**config.mk**
```make
export PLATFORM = sky130hd
export DESIGN_NAME = bus_signal
export DESIGN_NICKNAME = d
export VERILOG_FILES = /design/src/bus_signal_pkg.sv /design/src/req_fifo.sv /design/src/bus_signal.sv
export VERILOG_INCLUDE_DIRS = /design/src
export SDC_FILE = /design/constraint.sdc
export NUM_CORES = 1
export LEC_CHECK = 0
export BUFFER_PORTS_ARGS = -buffer_cell sky130_fd_sc_hd__buf_2
export CAP_MARGIN = 15
export CORE_ASPECT_RATIO = 0.6
export CORE_MARGIN = 2
export CORE_UTILIZATION = 55
export DETAILED_ROUTE_END_ITERATION = 10
export GPL_TIMING_DRIVEN = 0
export PLACE_DENSITY = 0.72
export SLEW_MARGIN = 20
export SYNTH_ARGS = -nofsm -noshare
export SYNTH_HDL_FRONTEND = slang
export SYNTH_SLANG_ARGS = --single-unit
```
**constraint.sdc**
```tcl
create_clock -name i_ref_clk -period 8.3 [get_ports i_ref_clk]
set_clock_uncertainty 0.05 [all_clocks]
set_input_delay 0.415 -clock i_ref_clk [delete_from_list [all_inputs] [get_ports i_ref_clk]]
set_output_delay 0.415 -clock i_ref_clk [all_outputs]
set_load 0.02 [all_outputs]
```
**src/bus_signal_defs.svh**
```systemverilog
`ifndef BUS_SIGNAL_DEFS_SVH
`define BUS_SIGNAL_DEFS_SVH

`define WORD_ADDR_LSB 2
`define PAGE_ADDR_LSB 11
`define BURST_WORDS 4
`define FIFO_DEPTH 16
`define ADDR_W 32
`define DATA_W 32

`endif

```
**src/bus_signal_pkg.sv**
```systemverilog
package bus_signal_pkg;

    // Processor request delivered through the request FIFO.
    typedef struct packed {
        logic        write;
        logic        miss;
        logic        instr;
        logic        quad_refill;
        logic        cached_store;
        logic [31:0] addr;
        logic [31:0] wdata;
    } bus_req_t;

    typedef enum logic [2:0] {
        ST_IDLE,
        ST_ADDR,
        ST_RDATA,
        ST_WDATA,
        ST_DMA
    } bus_state_t;

endpackage

```
**src/req_fifo.sv**
```systemverilog
`timescale 1ns/1ps
module req_fifo #(
    parameter int WIDTH = 32,
    parameter int DEPTH = 16
) (
    input wire logic i_ref_clk,
    input wire logic i_reset,
    input wire logic i_in_valid,
    output logic o_in_ready,
    input wire logic [WIDTH-1:0] i_in_data,
    output logic o_out_valid,
    input wire logic i_out_ready,
    output logic [WIDTH-1:0] o_out_data
);
    localparam int AW = $clog2(DEPTH);

    typedef struct packed {
        logic [AW-1:0] wr;
        logic [AW-1:0] rd;
        logic [AW:0] count;
    } fifo_state_t;

    logic [WIDTH-1:0] mem [DEPTH];
    fifo_state_t st_q;
    fifo_state_t st_d;
    logic push;
    logic pop;

    // Ready drops only when every slot holds a word.
    assign o_in_ready = (st_q.count != (AW+1)'(DEPTH));
    assign o_out_valid = (st_q.count != '0);
    assign push = i_in_valid && o_in_ready;
    assign pop = o_out_valid && i_out_ready;
    assign o_out_data = mem[st_q.rd];

    always_comb begin
        st_d = st_q;
        if (push) begin
            st_d.wr = st_q.wr + AW'(1);
        end
        if (pop) begin
            st_d.rd = st_q.rd + AW'(1);
        end
        if (push && !pop) begin
            st_d.count = st_q.count + (AW+1)'(1);
        end else if (pop && !push) begin
            st_d.count = st_q.count - (AW+1)'(1);
        end
    end

    always_ff @(posedge i_ref_clk) begin
        if (i_reset) begin
            st_q <= '0;
        end else begin
            st_q <= st_d;
        end
        if (push) begin
            mem[st_q.wr] <= i_in_data;
        end
    end
endmodule

```
**src/bus_signal.sv**
```systemverilog
`timescale 1ns/1ps
`include "bus_signal_defs.svh"
module bus_signal
    import bus_signal_pkg::*;
#(
    parameter int FIFO_DEPTH = `FIFO_DEPTH
) (
    input wire logic i_ref_clk,
    input wire logic i_reset,
    input wire logic i_req_valid,
    output logic o_req_ready,
    input wire bus_req_t i_req,
    output logic o_rdata_valid,
    output logic [`DATA_W-1:0] o_rdata,
    input wire logic [`DATA_W-1:0] i_ad,
    output logic [`DATA_W-1:0] o_ad,
    output logic o_ad_oe,
    input wire logic i_ale,
    output logic o_ale,
    output logic o_ale_oe,
    output logic o_rd,
    input wire logic i_wr,
    output logic o_wr,
    output logic o_wr_oe,
    output logic [1:0] o_word_index,
    output logic o_diag_hi,
    output logic o_diag_lo,
    output logic o_external_drive_permit,
    output logic o_burst_or_near_write,
    input wire logic i_ack,
    input wire logic i_coherent_dma,
    output logic o_dma_addr_valid,
    output logic [`ADDR_W-1:0] o_dma_addr
);
    localparam int REQ_W = $bits(bus_req_t);

    // ========================================================================
    // State record.
    // ========================================================================
    // Every bus-facing output comes from this record, straight from a field or, for the two pin enables, decoded from the state field, so
    // that no output ever glitches on a combinational path from the inputs.
    typedef struct packed {
        bus_state_t state;
        bus_req_t req;
        logic [1:0] beat;
        logic burst;
        logic last_was_write;
        logic [`ADDR_W-1:`PAGE_ADDR_LSB] last_page;
        logic [`DATA_W-1:0] ad;
        logic ad_oe;
        logic ale;
        logic rd;
        logic wr;
        logic permit;
        logic diag_hi;
        logic diag_lo;
        logic bnw;
        logic [1:0] widx;
        logic rvalid;
        logic [`DATA_W-1:0] rdata;
        logic ale_prev;
        logic dvalid;
        logic [`ADDR_W-1:0] daddr;
    } core_state_t;

    core_state_t s_q;
    core_state_t s_d;
    logic f_valid;
    logic f_ready;
    logic [REQ_W-1:0] f_data;
    bus_req_t f_req;

    // ========================================================================
    // Request queue.
    // ========================================================================
    // The queue decouples the request side from bus wait states and from the
    // time the bus is lent to a DMA master.
    assign f_req = bus_req_t'(f_data);

    req_fifo #(
        .WIDTH(REQ_W),
        .DEPTH(FIFO_DEPTH)
    ) u_fifo (
        .i_ref_clk(i_ref_clk),
        .i_reset(i_reset),
        .i_in_valid(i_req_valid),
        .o_in_ready(o_req_ready),
        .i_in_data(i_req),
        .o_out_valid(f_valid),
        .i_out_ready(f_ready),
        .o_out_data(f_data)
    );

    // A new request is drawn only when the bus is idle and not lent to DMA.
    assign f_ready = (s_q.state == ST_IDLE) && !i_coherent_dma;

    // ========================================================================
    // Decoding helpers.
    // ========================================================================
    // Only miss reads may ask for a block, and data misses only when the
    // quad-word refill is selected.
    function automatic logic wants_burst(input bus_req_t r);
        wants_burst = !r.write && r.miss && (r.instr || r.quad_refill);
    endfunction

    // The address phase carries the high address bits with all byte lanes on.
    function automatic logic [`DATA_W-1:0] addr_phase_word(input logic [`ADDR_W-1:0] a);
        addr_phase_word = {a[`ADDR_W-1:4], 4'hF};
    endfunction

    // A burst starts its word index at zero; a single transfer shows its word.
    function automatic logic [1:0] first_index(input bus_req_t r);
        if (wants_burst(r)) begin
            first_index = 2'h0;
        end else begin
            first_index = r.addr[`WORD_ADDR_LSB+1:`WORD_ADDR_LSB];
        end
    endfunction

    // Two addresses share a page when all bits above the page offset agree.
    function automatic logic same_page(
        input logic [`ADDR_W-1:`PAGE_ADDR_LSB] prev,
        input logic [`ADDR_W-1:0] a
    );
        same_page = (prev == a[`ADDR_W-1:`PAGE_ADDR_LSB]);
    endfunction

    // ========================================================================
    // Next state.
    // ========================================================================

    always_comb begin
        s_d = s_q;
        s_d.rvalid = 1'b0;
        s_d.dvalid = 1'b0;
        s_d.ale_prev = i_ale;
        unique case (s_q.state)
            ST_IDLE: begin
                s_d.permit = 1'b0;
                s_d.rd = 1'b0;
                s_d.wr = 1'b0;
                s_d.ad_oe = 1'b0;
                s_d.bnw = 1'b0;
                if (i_coherent_dma) begin
                    s_d.state = ST_DMA;
                end else if (f_valid) begin
                    s_d.state = ST_ADDR;
                    s_d.req = f_req;
                    s_d.beat = 2'h0;
                    s_d.burst = wants_burst(f_req);
                    s_d.ad = addr_phase_word(f_req.addr);
                    s_d.ad_oe = 1'b1;
                    s_d.ale = 1'b1;
                    s_d.rd = !f_req.write;
                    s_d.wr = f_req.write;
                    s_d.widx = first_index(f_req);
                    if (f_req.write) begin
                        s_d.diag_hi = f_req.cached_store;
                        s_d.diag_lo = 1'b0;
                        s_d.bnw = s_q.last_was_write &&
                            same_page(s_q.last_page, f_req.addr);
                    end else begin
                        s_d.diag_hi = f_req.miss;
                        s_d.diag_lo = f_req.miss ? f_req.instr : 1'b0;
                        s_d.bnw = wants_burst(f_req);
                    end
                end
            end
            ST_ADDR: begin
                s_d.ale = 1'b0;
                if (s_q.req.write) begin
                    s_d.state = ST_WDATA;
                    s_d.ad = s_q.req.wdata;
                    s_d.diag_hi = 1'b0;
                end else begin
                    s_d.state = ST_RDATA;
                    s_d.ad_oe = 1'b0;
                    s_d.diag_lo = s_q.req.addr[`WORD_ADDR_LSB];
                end
            end
            ST_RDATA: begin
                // The permit rises one cycle after the bus driver turned off.
                s_d.permit = 1'b1;
                if (i_ack && s_q.permit) begin
                    s_d.rvalid = 1'b1;
                    s_d.rdata = i_ad;
                    if (s_q.burst && s_q.beat != 2'(`BURST_WORDS - 1)) begin
                        s_d.beat = s_q.beat + 2'h1;
                        s_d.widx = s_q.widx + 2'h1;
                    end else begin
                        s_d.state = ST_IDLE;
                        s_d.permit = 1'b0;
                        s_d.rd = 1'b0;
                        s_d.bnw = 1'b0;
                        s_d.last_was_write = 1'b0;
                    end
                end
            end
            ST_WDATA: begin
                s_d.permit = 1'b0;
                if (i_ack) begin
                    s_d.state = ST_IDLE;
                    s_d.wr = 1'b0;
                    s_d.ad_oe = 1'b0;
                    s_d.bnw = 1'b0;
                    s_d.last_was_write = 1'b1;
                    s_d.last_page = s_q.req.addr[`ADDR_W-1:`PAGE_ADDR_LSB];
                end
            end
            ST_DMA: begin
                s_d.permit = 1'b0;
                s_d.ad_oe = 1'b0;
                s_d.ale = 1'b0;
                s_d.rd = 1'b0;
                s_d.wr = 1'b0;
                s_d.last_was_write = 1'b0;
                // Rising latch strobe with a master write captures the target.
                if (i_ale && !s_q.ale_prev && i_wr) begin
                    s_d.dvalid = 1'b1;
                    s_d.daddr = {i_ad[`ADDR_W-1:4], o_word_index, 2'h0};
                end
                if (!i_coherent_dma) begin
                    s_d.state = ST_IDLE;
                end
            end
            default: begin
                s_d.state = ST_IDLE;
            end
        endcase
    end

    // ========================================================================
    // State register.
    // ========================================================================
    always_ff @(posedge i_ref_clk) begin
        if (i_reset) begin
            s_q <= '0;
        end else begin
            s_q <= s_d;
        end
    end

    // ========================================================================
    // Outputs.
    // ========================================================================
    // The latch strobe and write pins are released while the bus is lent out.
    assign o_ad = s_q.ad;
    assign o_ad_oe = s_q.ad_oe;
    assign o_ale = s_q.ale;
    assign o_ale_oe = (s_q.state != ST_DMA);
    assign o_rd = s_q.rd;
    assign o_wr = s_q.wr;
    assign o_wr_oe = (s_q.state != ST_DMA);
    assign o_word_index = s_q.widx;
    assign o_diag_hi = s_q.diag_hi;
    assign o_diag_lo = s_q.diag_lo;
    assign o_external_drive_permit = s_q.permit;
    assign o_burst_or_near_write = s_q.bnw;
    assign o_rdata_valid = s_q.rvalid;
    assign o_rdata = s_q.rdata;
    assign o_dma_addr_valid = s_q.dvalid;
    assign o_dma_addr = s_q.daddr;
endmodule

```
==> impl_metrics.yaml <==
global_route:
  antenna_found_initial: 5
  grt_max_degree: 19
  overflow: 0
  grt_pass1_wl_mm: 195
  track_usage_pct: 30.0
  grt_pass1_vias: 27500
finish:
  nets: 3330
  syn_to_final_growth_pct: 17.6
  n_fill_cell: 5909
  multi_input_area_um2: 11600
  postLayoutCoreUtil_pct: 65.1
  ff_latch_area_um2: 36300
  stdcell_area_um2: 58100
  drive_above_1_share_pct: 29.2
critical_path:
  crit_slowest_cell: "buf_1"
  cp-start-kind: "register"
  path_delay_family: "buffers and inverters"
  cpPeakStageDelay_ns: 0.63
  cp_data_arrival_time_ns: 5.16
  cp_cell_sequence: "nor4_1 > a21o_1 > nor3_1 > inv_1 > clkbuf_1 > buf_1 > ha_1 > inv_1 > fa_1 > a21o_1 > a21oi_1 > xnor2_1 > or3_1 > a21oi_1"
  r2r_setup_slack_ns: 3.72
  required_ns: 8.88
  path_max_fanout: 10
  crit_type: "reg2reg"
  endpoint_kind: "register"
  critPathBufInv: 4
floorplanning:
  die_y_um: 236
  ios: 219
  num_rows: 85
  die_w_um: 391
  core_um2: 89300
  initial_utilization_pct: 55.4
  die_area_um2: 92400
sta:
  max_slew_margin_pct: 18.2
  fin_hold_ws_ns: 0.0342
  setup_viol: 0
  fin_crit_sh_pct: 55.2
  setup_slack_ns: 3.72
  fmax_mhz: 218
  fin_setup_tns_ns: 0
  slew_viol_final: 0
  finalCriticalPeriod_ns: 4.58
  rsz0062_at_grt: "no"
  finalHoldViolations: 0
  tightest_slew_ns: 1.23
placed_design:
  dpl_worst_slack_ns: 3.89
  io_buffers: 213
  gp_congestion: 0.931
  dpl.hpwl_mm: 94.5
  placed_area_um2: 53700
drt:
  drc_errors: 0
  via_count: 28500
  wire_per_inst_um: 30.6
  drt-vias-per-instance: 6.35
  dr.pass1.iters: 6
  drt_iter0_drc: 4364
  antenna_left: 0
  totalWireLength_mm: 137
yosys:
  ys_warn_count: 0
  ys_seq_area_share_pct: 73.5
  async_flop_share_pct: 0
  synthCells: 2699
  synth.avg_cell_area_um2: 18.3
  synth_edf_count: 1072
  synthFlopType: "edfxtp_1"
  synthesis.area_um2: 49500
  ys_seq_elements: 1279
  post_synth_num_cell_types: 61
hold_path:
  hp-class: "in2reg"
clock_tree:
  clock_latency_ns: 0.73
  numCtsBuffers: 110
  postCtsResizedCells: 0
  htreeDepth: 3
  root_buffer: "clkbuf_16"
  clock_path_buffers: 3
  cts_tree: "built"
  cts_sinks: 1279
  clk_pin_slew_ns: 0.07
power_and_ir_drop:
  swShare_pct: 28.3
  vdd_drop_max_mv: 0.201
  pwr-share-clk_pct: 31.8
  p_sw_mw: 4.62
  combPwrFrac_pct: 22.7
  powerDensity_nw_per_um2: 281
  seq_power_share_pct: 45.5
  internal_power_mw: 11.7
  p_leak_nw: 19.2
outcome:
  status: "complete, no violations"
run:
  cap_violations: 0
==> metrics by stage <==
step           std cells  power (mW)
2_1_floorplan       2700        9.87
3_3_place_gp        4087        11.1
3_5_place_dp        4186        11.2
4_1_cts             4480        16.3
5_1_grt             4480        16.8
6_report            4482        16.4
==> routing by layer <==
metal  track usage (%)  routed length [um]  up-vias
met1              45.1               54700    14700
met5                 0                   7        -
met3              9.13               19200      198
met4              7.13                2900        2
li1                  -                   -    11600
met2              43.4               60600     2036
==> cell families after synthesis <==
family	count (synthesis)	share of synthesized area, %
compound gates	300	3.59
simple gates	453	3.75
buf+inv	268	3.22
flops	1279	73.5
xor+xnor	35	0.620
fa+ha+maj	11	0.293
mux	352	15.1
other cells	1	0.00758
==> Yosys cell counts (9+ instances only) <==
library cell	instances	area, um^2
nor2b_1	12	75.1
buf_2	30	150
buf_6	13	146
nand3_1	9	45.0
ha_1	10	125
edfxtp_1	1072	32200
nand2_1	313	1170
buf_1	11	41.3
inv_1	11	41.3
buf_4	107	803
a21oi_1	192	961
a22oi_1	36	270
nor2_1	77	289
dfxtp_1	207	4140
xnor2_1	13	114
o21ai_0	15	75.1
nor3_1	11	55.1
mux2i_1	36	360
xor2_1	22	193
clkbuf_1	93	349
mux4_2	304	6850
==> cell usage in the layout, fill, tap and decap left out, types with 36 or more instances in the layout <==
cell / Yosys / final
a21oi_1: 192 / 192
nand2_1: 313 / 313
edfxtp_1: 1072 / 1072
buf_4: 107 / 142
clkbuf_1: 93 / 110
dlygate4sd3_1: 0 / 87
buf_2: 30 / 243
dfxtp_1: 207 / 207
nor2_1: 77 / 65
clkbuf_16: 0 / 112
a22oi_1: 36 / 36
mux4_2: 304 / 304
mux2i_1: 36 / 36
==> area by class of cell <==
type / count / share of cell area [%]
repair buffers: 399 / 6.02
clock buffers: 140 / 5.17
clock inverters: 67 / 1.02
flip-flops and latches: 1279 / 62.5
multi-input cells: 1153 / 20.0
well taps: 1174 / 2.53
diodes: 2 / 0.00861
inverters: 11 / 0.0710
plain buffers: 257 / 2.67
==> power groups by stage <==
stage                     logic (mW)  clock network [mW]  registers, mW
final                           3.71                5.20           7.45
after detailed placement        3.61                   0           7.57
after CTS                       3.67                5.23           7.43
after global placement          3.48                   0           7.61
after global routing            3.89                5.48           7.46
after floorplan                 2.33                   0           7.54
==> registers in the layout (all words and copies together) (netlist names), 2 cells and up, named ones only <==
register	cells
u_fifo.mem	1072
s_q	84
o_ad	32
o_rdata	32
o_dma_addr	30
u_fifo.st_q	13
o_word_index	2
==> worst paths after layout <==
path | start | to | depth (start not counted)
min reg2reg | o_rdata[5]$_SDFFE_PP0P_ | o_rdata[5]$_SDFFE_PP0P_ | 2
min | i_req[31] | u_fifo.mem[4][31]$_DFFE_PP_ | 1
max reg2reg | u_fifo.st_q[0]$_SDFFE_PP0P_ | u_fifo.st_q[4]$_SDFFE_PP0P_ | 14
max | u_fifo.st_q[0]$_SDFFE_PP0P_ | u_fifo.st_q[4]$_SDFFE_PP0P_ | 14
==> what timing repair did <==
item | CTS | global route
buffers inserted | 0 | 0
hold buffers | 87 | 0
hold endpoints to repair | 841 | 0
Note: power is estimated with default switching activity, not from simulation.
